--- src/logic/ipg_pkg.sv ---
`default_nettype none
package ipg_pkg;
   // timing, in printed units, and the 200 MHz clock rate
   localparam int unsigned CLK_MHZ = 200;
   localparam int unsigned PULSE_US = 100;
   localparam int unsigned GAP_US = 100;
   localparam int unsigned REPEAT_MS = 5;
   localparam int unsigned SDM_FILT_US = 64;
   localparam int unsigned PULSE_CYC = PULSE_US * CLK_MHZ;
   localparam int unsigned GAP_CYC = GAP_US * CLK_MHZ;
   localparam int unsigned REPEAT_CYC = REPEAT_MS * 1000 * CLK_MHZ;
   localparam int unsigned SDM_FILT_CYC = SDM_FILT_US * CLK_MHZ;
   localparam int unsigned CNT_W = 24;
   // status register widths
   localparam int unsigned SUP_W = 8;
   localparam int unsigned THM_W = 4;
   localparam int unsigned BUS_W = 4;
   localparam int unsigned HSL_W = 9;
   localparam int unsigned DRAIN_SOURCE_OV_REG_W = 9;
   localparam int unsigned DEV_W = 2;
   localparam int unsigned WAKE_W = 3;
   // field positions
   localparam int unsigned SUP_POR = 0;
   localparam int unsigned SUP_UV = 1;
   localparam int unsigned SUP_SC = 2;
   localparam int unsigned SUP_OV = 3;
   localparam int unsigned THM_THERMAL_SHUTDOWN_LEVEL2 = 3;
   localparam int unsigned DRAIN_SOURCE_OV_REG_BRK_LO = 6;
   localparam int unsigned DEV_SPI_FAIL = 0;
   localparam int unsigned DEV_CRC_FAIL = 1;
   localparam int unsigned WAKE_CAN = 0;
   localparam int unsigned WAKE_PIN = 1;
   localparam int unsigned WAKE_TIMER = 2;
   // group flag and clear strobe positions
   localparam int unsigned GRP_SUP = 0;
   localparam int unsigned GRP_THM = 1;
   localparam int unsigned GRP_BUS = 2;
   localparam int unsigned GRP_HS = 3;
   localparam int unsigned GRP_BD = 4;
   localparam int unsigned GRP_SPI = 5;
   localparam int unsigned GRP_W = 6;
   localparam int unsigned CLR_SUP = 0;
   localparam int unsigned CLR_THM = 1;
   localparam int unsigned CLR_BUS = 2;
   localparam int unsigned CLR_HSL = 3;
   localparam int unsigned CLR_DRAIN_SOURCE_OV_REG = 4;
   localparam int unsigned CLR_DEV = 5;
   localparam int unsigned CLR_WAKE = 6;
   localparam int unsigned CLR_W = 7;
   typedef enum logic [2:0] {
      ipg_init, ipg_normal, ipg_stop, ipg_sleep, ipg_restart, ipg_failsafe
   } ipg_mode_e;
   typedef struct packed {
      logic [SUP_W-1:0] sup;
      logic [THM_W-1:0] thm;
      logic [BUS_W-1:0] bus;
      logic [HSL_W-1:0] high_side_load_status;
      logic [DRAIN_SOURCE_OV_REG_W-1:0] drain_source_ov;
      logic [DEV_W-1:0] device_status;
      logic [WAKE_W-1:0] wake_status;
   } ipg_stat_s;
   localparam ipg_stat_s STAT_RST = '0;
   localparam logic SDM_RST = 1'b0;
endpackage
`default_nettype wire

--- src/logic/ipg_top.sv ---
// Operation
// - pulse low for 100 us in normal/stop
// - keep output high 100 us between pulses
// - interrupts never change the operating mode
// - one mask bit per group gates pulses
// - supply/thermal groups exclude reset-class bits
// - bus, high-side, bridge, serial-fail group flags
// - wake bits interrupt only when configured, except on stop entry
// - wake sources: bus, pin, timer, brake
// - mask and wake paths trigger independently
// - reset-class faults never raise a pulse
// - repeat every 5 ms for serial faults
// - periodic repeat switchable by control bit
// - no pulse in restart, fail-safe, sleep
// - pulse on stop entry with wake pending
// - visible status refreshed at pulse start
// - events stay latched until cleared
// - events during a pulse merge
// - sample pin after 64 us filter in init
`default_nettype none
module ipg_top #(
   parameter int unsigned PULSE_CYC = ipg_pkg::PULSE_CYC,
   parameter int unsigned GAP_CYC = ipg_pkg::GAP_CYC,
   parameter int unsigned REPEAT_CYC = ipg_pkg::REPEAT_CYC,
   parameter int unsigned SDM_FILT_CYC = ipg_pkg::SDM_FILT_CYC
) (
   input wire logic mclk_in, // 200 MHz
   input wire logic rstn_in, // sync reset, low
   input wire ipg_pkg::ipg_mode_e mode_in, // device mode
   input wire ipg_pkg::ipg_stat_s evt_in, // one-cycle set pulses
   input wire logic [ipg_pkg::CLR_W-1:0] clr_in, // per-register clear
   input wire logic [ipg_pkg::GRP_W-1:0] mask_in, // group enables
   input wire logic [ipg_pkg::WAKE_W-1:0] wake_src_in, // wake source config
   input wire logic brake_en_in, // any brake feature on
   input wire logic periodic_irq_enable_in, // repeat pulses on
   input wire logic intn_pin_in, // pin level readback
   output logic intn_n_out, // interrupt, low active
   output logic intn_oe_out, // pin drive enable
   output ipg_pkg::ipg_stat_s stat_out, // visible status
   output logic software_development_mode_out, // strap result
   output logic sdm_valid_out // strap sampled
);
   typedef enum {ipg_idle, ipg_pulse, ipg_gap} ipg_state_e;
   localparam logic [ipg_pkg::CNT_W-1:0] PULSE_TC = ipg_pkg::CNT_W'(PULSE_CYC - 1);
   localparam logic [ipg_pkg::CNT_W-1:0] GAP_TC = ipg_pkg::CNT_W'(GAP_CYC - 1);
   localparam logic [ipg_pkg::CNT_W-1:0] REP_TC = ipg_pkg::CNT_W'(REPEAT_CYC - 1);
   localparam logic [ipg_pkg::CNT_W-1:0] SDM_TC = ipg_pkg::CNT_W'(SDM_FILT_CYC - 1);
   localparam logic [ipg_pkg::CNT_W-1:0] CNT_MAX = '1;

   function automatic ipg_pkg::ipg_stat_s clr_mask(input logic [ipg_pkg::CLR_W-1:0] c);
      clr_mask.sup = {ipg_pkg::SUP_W{c[ipg_pkg::CLR_SUP]}};
      clr_mask.thm = {ipg_pkg::THM_W{c[ipg_pkg::CLR_THM]}};
      clr_mask.bus = {ipg_pkg::BUS_W{c[ipg_pkg::CLR_BUS]}};
      clr_mask.high_side_load_status = {ipg_pkg::HSL_W{c[ipg_pkg::CLR_HSL]}};
      clr_mask.drain_source_ov = {ipg_pkg::DRAIN_SOURCE_OV_REG_W{c[ipg_pkg::CLR_DRAIN_SOURCE_OV_REG]}};
      clr_mask.device_status = {ipg_pkg::DEV_W{c[ipg_pkg::CLR_DEV]}};
      clr_mask.wake_status = {ipg_pkg::WAKE_W{c[ipg_pkg::CLR_WAKE]}};
   endfunction

   function automatic logic [ipg_pkg::GRP_W-1:0] grp(input ipg_pkg::ipg_stat_s s);
      logic [ipg_pkg::SUP_W-1:0] sx;
      logic [ipg_pkg::THM_W-1:0] tx;
      sx = s.sup;
      sx[ipg_pkg::SUP_POR] = 1'b0;
      sx[ipg_pkg::SUP_UV] = 1'b0;
      sx[ipg_pkg::SUP_SC] = 1'b0;
      sx[ipg_pkg::SUP_OV] = 1'b0;
      tx = s.thm;
      tx[ipg_pkg::THM_THERMAL_SHUTDOWN_LEVEL2] = 1'b0;
      grp[ipg_pkg::GRP_SUP] = |sx;
      grp[ipg_pkg::GRP_THM] = |tx;
      grp[ipg_pkg::GRP_BUS] = |s.bus;
      grp[ipg_pkg::GRP_HS] = |s.high_side_load_status;
      grp[ipg_pkg::GRP_BD] = |s.drain_source_ov;
      grp[ipg_pkg::GRP_SPI] = s.device_status[ipg_pkg::DEV_SPI_FAIL] |
                              s.device_status[ipg_pkg::DEV_CRC_FAIL];
   endfunction

   function automatic logic wake_any(input ipg_pkg::ipg_stat_s s,
                                     input logic [ipg_pkg::WAKE_W-1:0] cfg,
                                     input logic brk);
      wake_any = (|(s.wake_status & cfg)) |
                 (brk & (|s.drain_source_ov[ipg_pkg::DRAIN_SOURCE_OV_REG_W-1:ipg_pkg::DRAIN_SOURCE_OV_REG_BRK_LO]));
   endfunction

   ipg_pkg::ipg_stat_s live_reg, live_next, vis_reg, vis_next, fresh, cm;
   ipg_state_e state_reg, state_next;
   ipg_pkg::ipg_mode_e mode_q_reg;
   logic [ipg_pkg::CNT_W-1:0] cnt_reg, cnt_next, rep_reg, sdm_cnt_reg;
   logic pend_reg, intn_n_reg, oe_reg, sdm_reg, sdm_valid_reg, pin_q_reg;
   logic active, blocked, new_evt, stop_entry, rep_pending, rep_due, trig, start;
   logic [ipg_pkg::GRP_W-1:0] grp_fresh, grp_live;

   // the mode is only observed here, never driven
   assign active = (mode_in == ipg_pkg::ipg_normal) || (mode_in == ipg_pkg::ipg_stop);
   assign blocked = !active;
   assign cm = clr_mask(clr_in);
   assign fresh = ipg_pkg::ipg_stat_s'(evt_in & ~live_reg);
   assign grp_fresh = grp(fresh);
   assign grp_live = grp(live_reg);
   // mask path and wake path are independent triggers
   assign new_evt = (|(grp_fresh & mask_in)) |
                    wake_any(fresh, wake_src_in, brake_en_in);
   assign stop_entry = (mode_in == ipg_pkg::ipg_stop) && (mode_q_reg != ipg_pkg::ipg_stop) &&
                       ((|live_reg.wake_status) ||
                        (|live_reg.drain_source_ov[ipg_pkg::DRAIN_SOURCE_OV_REG_W-1:ipg_pkg::DRAIN_SOURCE_OV_REG_BRK_LO]));
   assign rep_pending = periodic_irq_enable_in && mask_in[ipg_pkg::GRP_SPI] &&
                        grp_live[ipg_pkg::GRP_SPI];
   assign rep_due = rep_pending && (rep_reg == REP_TC);
   assign trig = new_evt || stop_entry || rep_due;
   assign start = (state_reg == ipg_idle) && active && pend_reg;

   // sticky status: set wins over clear
   always_comb begin
      live_next = ipg_pkg::ipg_stat_s'((live_reg & ~cm) | evt_in);
      vis_next = ipg_pkg::ipg_stat_s'(vis_reg & ~cm);
      if (start) begin
         vis_next = live_next;
      end
   end

   always_ff @(posedge mclk_in) begin
      if (!rstn_in) begin
         live_reg <= ipg_pkg::STAT_RST;
         vis_reg <= ipg_pkg::STAT_RST;
      end else begin
         live_reg <= live_next;
         vis_reg <= vis_next;
      end
   end

   // request flag; events while a pulse runs are absorbed
   always_ff @(posedge mclk_in) begin
      if (!rstn_in) begin
         pend_reg <= 1'b0;
      end else if (blocked) begin
         pend_reg <= 1'b0;
      end else if (state_reg == ipg_pulse || start) begin
         pend_reg <= 1'b0;
      end else if (trig) begin
         pend_reg <= 1'b1;
      end
   end

   always_ff @(posedge mclk_in) begin
      if (!rstn_in) begin
         mode_q_reg <= ipg_pkg::ipg_init;
      end else begin
         mode_q_reg <= mode_in;
      end
   end

   // pulse / gap sequencer
   always_comb begin
      state_next = state_reg;
      cnt_next = cnt_reg + 1'b1;
      unique case (state_reg)
         ipg_idle: begin
            cnt_next = '0;
            if (start) begin
               state_next = ipg_pulse;
            end
         end
         ipg_pulse: begin
            if (blocked || cnt_reg == PULSE_TC) begin
               state_next = ipg_gap;
               cnt_next = '0;
            end
         end
         ipg_gap: begin
            if (cnt_reg == GAP_TC) begin
               state_next = ipg_idle;
               cnt_next = '0;
            end
         end
      endcase
   end

   always_ff @(posedge mclk_in) begin
      if (!rstn_in) begin
         state_reg <= ipg_idle;
         cnt_reg <= '0;
         intn_n_reg <= 1'b1;
      end else begin
         state_reg <= state_next;
         cnt_reg <= cnt_next;
         intn_n_reg <= (state_next != ipg_pulse);
      end
   end

   // repeat timer restarts at every pulse start
   always_ff @(posedge mclk_in) begin
      if (!rstn_in) begin
         rep_reg <= '0;
      end else if (!rep_pending || start || rep_due) begin
         rep_reg <= '0;
      end else begin
         rep_reg <= rep_reg + 1'b1;
      end
   end

   // strap sampling: pin released during init, level must hold for the filter time
   always_ff @(posedge mclk_in) begin
      if (!rstn_in) begin
         oe_reg <= 1'b0;
         pin_q_reg <= 1'b0;
         sdm_cnt_reg <= '0;
         sdm_reg <= ipg_pkg::SDM_RST;
         sdm_valid_reg <= 1'b0;
      end else begin
         oe_reg <= (mode_in != ipg_pkg::ipg_init);
         pin_q_reg <= intn_pin_in;
         if (mode_in != ipg_pkg::ipg_init || sdm_valid_reg) begin
            sdm_cnt_reg <= '0;
         end else if (intn_pin_in != pin_q_reg) begin
            sdm_cnt_reg <= '0;
         end else if (sdm_cnt_reg == SDM_TC) begin
            sdm_reg <= pin_q_reg;
            sdm_valid_reg <= 1'b1;
         end else begin
            sdm_cnt_reg <= sdm_cnt_reg + 1'b1;
         end
      end
   end

   assign intn_n_out = intn_n_reg;
   assign intn_oe_out = oe_reg;
   assign stat_out = vis_reg;
   assign software_development_mode_out = sdm_reg;
   assign sdm_valid_out = sdm_valid_reg;

   // helper counters for checking
   logic [ipg_pkg::CNT_W-1:0] lo_cnt_reg, hi_cnt_reg;
   always_ff @(posedge mclk_in) begin
      if (!rstn_in) begin
         lo_cnt_reg <= '0;
         hi_cnt_reg <= CNT_MAX;
      end else if (!intn_n_reg) begin
         lo_cnt_reg <= lo_cnt_reg + 1'b1;
         hi_cnt_reg <= '0;
      end else begin
         lo_cnt_reg <= '0;
         hi_cnt_reg <= (hi_cnt_reg == CNT_MAX) ? CNT_MAX : hi_cnt_reg + 1'b1;
      end
   end

   // reset-class bits only: por, uv, sc, ov and thermal level 2
   ipg_pkg::ipg_stat_s excl_sel;
   always_comb begin
      excl_sel = ipg_pkg::STAT_RST;
      excl_sel.sup[ipg_pkg::SUP_POR] = 1'b1;
      excl_sel.sup[ipg_pkg::SUP_UV] = 1'b1;
      excl_sel.sup[ipg_pkg::SUP_SC] = 1'b1;
      excl_sel.sup[ipg_pkg::SUP_OV] = 1'b1;
      excl_sel.thm[ipg_pkg::THM_THERMAL_SHUTDOWN_LEVEL2] = 1'b1;
   end
endmodule
`default_nettype wire

--- config.mk ---
export PLATFORM = sky130hd
export DESIGN_NAME = ipg_top
export DESIGN_NICKNAME = d
export VERILOG_FILES = /design/src/logic/ipg_pkg.sv /design/src/logic/ipg_top.sv
export SDC_FILE = /design/constraint.sdc
export NUM_CORES = 1
export LEC_CHECK = 0
export ABC_AREA = 1
export BUFFER_PORTS_ARGS = -buffer_cell sky130_fd_sc_hd__buf_2
export CORE_ASPECT_RATIO = 1.5
export CORE_MARGIN = 2
export CORE_UTILIZATION = 45
export DETAILED_ROUTE_END_ITERATION = 8
export MAX_ROUTING_LAYER = met4
export SLEW_MARGIN = 20
export SYNTH_ARGS = -nofsm -noshare
export SYNTH_HDL_FRONTEND = slang
export SYNTH_SLANG_ARGS = --single-unit
export TNS_END_PERCENT = 1
--- constraint.sdc ---
create_clock -name mclk_in -period 3.6 [get_ports mclk_in]
set_input_delay 0.9 -clock mclk_in [delete_from_list [all_inputs] [get_ports mclk_in]]
set_output_delay 0.9 -clock mclk_in [all_outputs]
set_load 0.005 [all_outputs]
==> results of run 1 <==
layer usage:
metal	vias up	share of wire	global-route usage
met2	125	0.51	0.3655
met1	3475	0.43	0.2430
met5	-	0	-
li1	3984	-	-
met3	25	0.036	0.04131
met4	0	0.020	0.07386
synthesized netlist by cell type, types with 3 or more instances:
cell type | number | area [µm²]
nand2_1 | 253 | 949.7
nor2_1 | 216 | 810.8
dfxtp_1 | 191 | 3824
inv_1 | 154 | 578.1
a21oi_1 | 117 | 585.6
nand3_1 | 44 | 220.2
nand4_1 | 32 | 200.2
nor3_1 | 30 | 150.1
o21ai_0 | 16 | 80.08
nor4_1 | 13 | 81.33
or2_2 | 13 | 81.33
clkbuf_1 | 12 | 45.04
o22ai_1 | 12 | 75.07
xor2_1 | 12 | 105.1
buf_2 | 9 | 45.04
nor2_2 | 8 | 50.05
xnor2_1 | 7 | 61.31
a31oi_1 | 6 | 37.54
buf_1 | 6 | 22.52
nor3b_1 | 6 | 45.04
clkinv_1 | 3 | 11.26
ha_1 | 3 | 37.54
nor3_2 | 3 | 30.03
worst max-delay path, delay by kind of cell:
kind	cells	cell delay [ns]
and+or+nand+nor	8	0.93
buffers and inverters	3	0.68
stage by stage:
step	util	hold WS [ns]
after CTS	0.5322	0.4280
final	0.5325	0.4266
after global placement	0.5001	0.4135
after global routing	0.5325	0.4475
after floorplan	-	0.4071
after detailed placement	0.5001	0.4176
kinds of logic (layout without fill, tap and decap cells):
logic type / after synthesis / after routing / synth area share
buffers and inverters: 188 / 301 / 0.08866
other: 0 / 2 / 0
XOR/XNOR: 19 / 19 / 0.02005
adder cells (fa/ha/maj): 3 / 3 / 0.004524
flip-flops: 191 / 191 / 0.4608
AND/OR/NAND/NOR: 627 / 627 / 0.3274
AO/OA/AOI/OAI: 156 / 156 / 0.09861
where the power goes:
group	internal, mW	switching, mW	total, mW
combinational	0.0867	0.139	0.226
clock	1.01	0.845	1.85
sequential	2.16	0.0221	2.18
worst paths after layout:
| check | depth (start not counted) | endpoint | startpoint |
|---|---|---|---|
| min reg2reg | 2 | state_reg[26] | state_reg[26] |
| max | 11 | stat_out[7] | mode_in[0] |
| max reg2reg | 6 | sdm_cnt_reg[16] | sdm_cnt_reg[0] |
| min | 2 | state_reg[26] | state_reg[26] |
cell usage in the layout, fill, tap and decap left out, types with 13 or more instances in the layout:
master and instances:
inv_1 154, a21oi_1 117, dfxtp_1 191, nor2_1 216, clkbuf_16 17, nor3_1 30
nand3_1 44, or2_2 13, nor4_1 13, buf_2 105, nand4_1 32, nand2_1 253
o21ai_0 16
area by class of cell:
type,instances,share of cell area
inverters,158,0.06182
multi-input cells,805,0.3897
flip-flops and latches,191,0.3985
clock inverters,12,0.01278
repair buffers,111,0.06077
clock buffers,20,0.04760
diodes,2,0.0005216
well taps,217,0.02830
==> flow_metrics.py, run 1 <==
metrics = {
    "status": {
        "status": "finished clean",
    },
    "setup_path": {
        "start_kind": "input pin",
        "crit_arrival_ns": 2.55,
        "worst_setup_path_end_kind": "register",
        "reg2reg_setup_slack_ns": 1.38,
        "critical_path_class": "input pin to register",
        "worstPathRequired_ns": 3.92,
        "critPathMaxStageDelay_ns": 0.51,
        "path_cells": "buf_2, nor2_1, inv_1, nand2_1, nor2_2, nand3_1, nor4_4, buf_4, nand2_1, nand2_1, nor2_1",
        "critical_path.slowest_cell": "buf_4",
        "worst_path_most_repeated_cell": "nand2_1",
        "cp_max_fo": 57,
    },
    "global_routing": {
        "overflow": 0,
        "grt_pass1_wl_um": 32560,
        "grt_max_degree": 79,
        "grt_pass1_vias": 7177,
        "grtUsageTotal": 0.2117,
        "antenna_found_initial": 2,
    },
    "timing": {
        "finalSetupTns_ns": 0,
        "worst_slew_pin_slew_ns": 1.077,
        "relSlewSlack": 0.2757,
        "final-max-slew-violation-count": 0,
        "finalHoldViolations": 0,
        "finalCritPeriodShare": 0.6205,
        "grt_setup_unrepaired": "no",
        "fmax_mhz": 447.7,
        "fin_ws_ns": 1.366,
        "finalSetupViolCount": 0,
        "skew_ns": 0.01310,
        "period_needed_ns": 2.234,
    },
    "cells_and_area": {
        "nNetsFinal": 1350,
        "syn2layout_area_growth_pct": 15.62,
        "n_fill_cell": 1844,
        "multi_input_area_mm2": 0.003739,
        "stdcell_count": 1516,
        "fin_area_mm2": 0.009594,
        "drive_gt1_frac": 0.1334,
        "seqCellArea_mm2": 0.003824,
    },
    "clock_tree": {
        "postCtsResizedCells": 0,
        "cts.sinks": 191,
        "path_clk_slew_ns": 0.07,
        "cts_tree": "built",
        "post_cts.repair.setup_buffers": 0,
        "cts_max_path_buffers": 2,
        "cts_max_level": 4,
        "ctsHoldBuffers": 0,
        "clockRootBuffer": "clkbuf_16",
        "cts_buffers": 17,
        "clkLatencyLatePin_ns": 0.43,
    },
    "routing": {
        "via_per_inst": 5.019,
        "routedWlPerCell_um": 12.97,
        "dr.pass1.iters": 5,
        "dr.first_iter.drc_count": 455,
        "vias": 7609,
        "drc": 0,
        "ant_nets": 0,
        "routed_wirelength_um": 19670,
    },
    "place": {
        "place_ws_ns": 0.8955,
        "dp.cells": 1482,
        "postPlaceCellArea_mm2": 0.009010,
        "dp_hpwl_um": 14230,
        "gp_congestion": 0.9041,
        "io_buffers": 105,
    },
    "power": {
        "powerDensity_mw_per_mm2": 443.6,
        "vdd_drop_max_mv": 0.3104,
        "p_total_mw": 4.256,
        "p_leak_nw": 4.201,
    },
    "synthesis": {
        "synth_seq_cells": 191,
        "synth_edf_count": 0,
        "synthArstFlopShare": 0,
        "synth_flop_cell": "dfxtp_1",
        "synthCells": 1184,
        "syn_area_per_cell_um2": 7.008,
        "syn-cell-area_mm2": 0.008298,
        "yosysWarningCount": 0,
        "synth.distinct_cells": 39,
        "synth_nets": 1250,
        "seq_area_frac_synth": 0.4608,
    },
    "floorplan": {
        "core_mm2": 0.01802,
        "initial_utilization": 0.4606,
        "die_h_um": 170.3,
        "die_x_um": 114.9,
        "rows": 60,
        "die_area_mm2": 0.01956,
        "io_pins": 106,
    },
    "flow_run": {
        "maxCapViolations": 0,
    },
    "min_path": {
        "min_path_type": "register to register",
    },
}
Note: power is estimated with default switching activity, not from simulation.
==> run 2, diff against run 1 <==
--- a/config.mk
+++ b/config.mk
@@ -5,7 +5,7 @@
 export SDC_FILE = /design/constraint.sdc
 export NUM_CORES = 1
 export LEC_CHECK = 0
-export ABC_AREA = 1
+export ABC_AREA = 0
 export BUFFER_PORTS_ARGS = -buffer_cell sky130_fd_sc_hd__buf_2
 export CORE_ASPECT_RATIO = 1.5
 export CORE_MARGIN = 2
==> constraint.sdc (replaced) <==
create_clock -name mclk_in -period 2.3 [get_ports mclk_in]
set_input_delay 0.575 -clock mclk_in [delete_from_list [all_inputs] [get_ports mclk_in]]
set_output_delay 0.575 -clock mclk_in [all_outputs]
set_load 0.005 [all_outputs]
==> run 2 against run 1 <==
  * Register-to-register slack worse by 1.1 ns
  * Setup slack worse by 1.1 ns
  * Clock-buffer cell count fell by 1
  * Die area is 4.7% lower
  * Largest power group unchanged
  * Critical path depth is 5 lower
  * Clock skew fell by 0.0038 ns
  * Clock power is 71% higher
  * Area after synthesis down 4.9%
  * Utilization up 1.0 points
==> flow_metrics.py, run 2 <==
metrics = {
    "floorplan": {
        "core_mm2": 0.01727,
        "initial_utilization": 0.4570,
        "die_area_mm2": 0.01864,
        "die_h_um": 166.2,
        "die_x_um": 112.2,
        "rows": 59,
        "io_pins": 106,
    },
    "power": {
        "switching_share": 0.2200,
        "p_leak_nw": 3.877,
        "intPower_mw": 5.395,
        "vdd_drop_max_mv": 0.4375,
        "powerDensity_mw_per_mm2": 737.7,
        "power_frac_clock": 0.458,
        "p_sw_mw": 1.522,
        "comb_power_share": 0.049,
        "seqPwrFrac": 0.493,
    },
    "cells_and_area": {
        "syn2layout_area_growth_pct": 18.75,
        "final_cell_mix": "dfxtp_1, buf_2, nor2_1",
        "final_common_cell": "dfxtp_1",
        "nNetsFinal": 1035,
        "n_fill_cell": 1617,
        "drive_gt1_frac": 0.1884,
    },
    "routing": {
        "dr.pass1.iters": 4,
        "dr.first_iter.drc_count": 304,
        "routedWlPerCell_um": 14.97,
        "routed_wirelength_um": 17920,
        "vias": 6426,
        "ant_nets": 0,
        "drc": 0,
        "via_per_inst": 5.368,
    },
    "min_path": {
        "min_path_type": "input pin to register",
    },
    "place": {
        "dp_hpwl_um": 12700,
        "io_buffers": 105,
        "gp_congestion": 0.8282,
    },
    "clock_tree": {
        "cts_max_path_buffers": 2,
        "ctsHoldBuffers": 0,
        "cts_max_level": 4,
        "cts.sinks": 191,
        "path_clk_slew_ns": 0.07,
        "cts_buffers": 17,
        "clockRootBuffer": "clkbuf_16",
        "postCtsResizedCells": 0,
        "cts_tree": "built",
        "post_cts.repair.setup_buffers": 0,
        "clkLatencyLatePin_ns": 0.43,
    },
    "setup_path": {
        "path_cells": "ha_1, and4_1, nand3_1, nor2_1, or4_4, nor2_1",
        "crit_arrival_ns": 2.40,
        "start_kind": "register",
        "critical_path.slowest_cell": "or4_4",
        "cp_max_fo": 24,
        "critPathMaxStageDelay_ns": 0.72,
        "worstPathRequired_ns": 2.66,
        "worst_setup_path_end_kind": "register",
        "critical_path_class": "register to register",
        "worst_path_most_repeated_cell": "nor2_1",
    },
    "synthesis": {
        "synth.distinct_cells": 61,
        "synth_top_area_cell": "dfxtp_1",
        "synth_flop_cell": "dfxtp_1",
        "synthArstFlopShare": 0,
        "yosysWarningCount": 0,
        "seq_area_frac_synth": 0.4843,
        "synthCells": 862,
        "yosysMostFrequentCell": "dfxtp_1",
        "syn_area_per_cell_um2": 9.159,
        "synth_top_area_frac": 0.4843,
        "syn-cell-area_mm2": 0.007895,
        "synth_nets": 928,
        "yosys-top-cells-count": "dfxtp_1, nor2_1, a21oi_1",
        "synth_edf_count": 0,
        "synth_seq_cells": 191,
        "synth.area.top_cells": "dfxtp_1, mux2i_1, nor2_1, a21oi_1, xnor2_1",
    },
    "timing": {
        "whs_ns": 0.3721,
        "finalCritPeriodShare": 0.8857,
        "period_needed_ns": 2.037,
        "skew_ns": 0.009324,
        "grt_setup_unrepaired": "no",
        "finalSetupTns_ns": 0,
        "finalHoldViolations": 0,
        "fmax_mhz": 490.9,
        "finalSetupViolCount": 0,
        "relSlewSlack": 0.6503,
        "final-max-slew-violation-count": 0,
        "worst_slew_pin_slew_ns": 0.5246,
    },
    "flow_run": {
        "maxCapViolations": 0,
    },
    "global_routing": {
        "overflow": 0,
        "grt_pass1_vias": 6101,
        "grtUsageTotal": 0.1995,
        "grt_pass1_wl_um": 29670,
        "grt_max_degree": 72,
        "antenna_found_initial": 2,
    },
    "status": {
        "status": "finished clean",
    },
}
[run 2: kinds of logic (layout without fill, tap and decap cells)]
logic type               after synthesis  count (layout)  synth area share
buffers and inverters                 74             194           0.04200
XOR/XNOR                              54              54           0.05991
AO/OA/AOI/OAI                        137             137            0.1103
other                                  0               2                 0
flip-flops                           191             191            0.4843
AND/OR/NAND/NOR                      363             363            0.2480
adder cells (fa/ha/maj)                3               3          0.004755
multiplexers                          40              40           0.05071
[run 2: power groups by stage]
stage                     Clock [mW]  Sequential [mW]  Combinational, mW
after floorplan                    0             3.48              0.192
after global placement             0             3.49              0.339
after detailed placement           0             3.49              0.339
after CTS                       3.24             3.41              0.341
after global routing            3.38             3.42              0.377
final                           3.17             3.41              0.337
[run 2: metal layers]
metal,vias to the layer above,global-route usage,part of all wire
met5,-,-,0
met3,33,0.04015,0.034
met1,2994,0.2498,0.46
li1,3277,-,-
met4,0,0.08271,0.026
met2,122,0.3143,0.48
[run 2: area by class of cell]
class,instances,area [µm²],area share
clock buffers,19,452.9,0.04831
multi-input cells,597,3752,0.4002
repair buffers,128,760.7,0.08114
inverters,34,127.6,0.01361
clock inverters,13,186.4,0.01989
well taps,213,266.5,0.02843
diodes,2,5.005,0.0005338
flip-flops and latches,191,3824,0.4078
[run 2: through the flow]
stage / utilization / setup slack [ns] / cells / power, mW / cell area, µm²
2_1_floorplan: - / 0.4152 / 862 / 3.669 / 7895
3_3_place_gp: 0.5054 / 0.1654 / 1163 / 3.826 / 8731
3_5_place_dp: 0.5054 / 0.1509 / 1163 / 3.827 / 8731
4_1_cts: 0.5424 / 0.2526 / 1195 / 6.990 / 9370
5_1_grt: 0.5427 / 0.1166 / 1197 / 7.173 / 9375
6_report: 0.5427 / 0.2629 / 1197 / 6.916 / 9375
[run 2: worst max-delay path: cells and delay by family (launching register included)]
| kind | cells | cell delay [ns] |
|---|---|---|
| fa+ha+maj | 1 | 0.26 |
| simple gates | 5 | 1.36 |
| flops | 1 | 0.34 |
[run 2: final timing paths]
kind | from | endpoint | slack (ns) | cells after the start
max | cnt_reg[0] | cnt_reg[21] | 0.26 | 6
min | evt_in[17] | live_reg[17] | 0.37 | 3
max reg2reg | cnt_reg[0] | cnt_reg[21] | 0.26 | 6
min reg2reg | rep_reg[0] | rep_reg[0] | 0.44 | 1
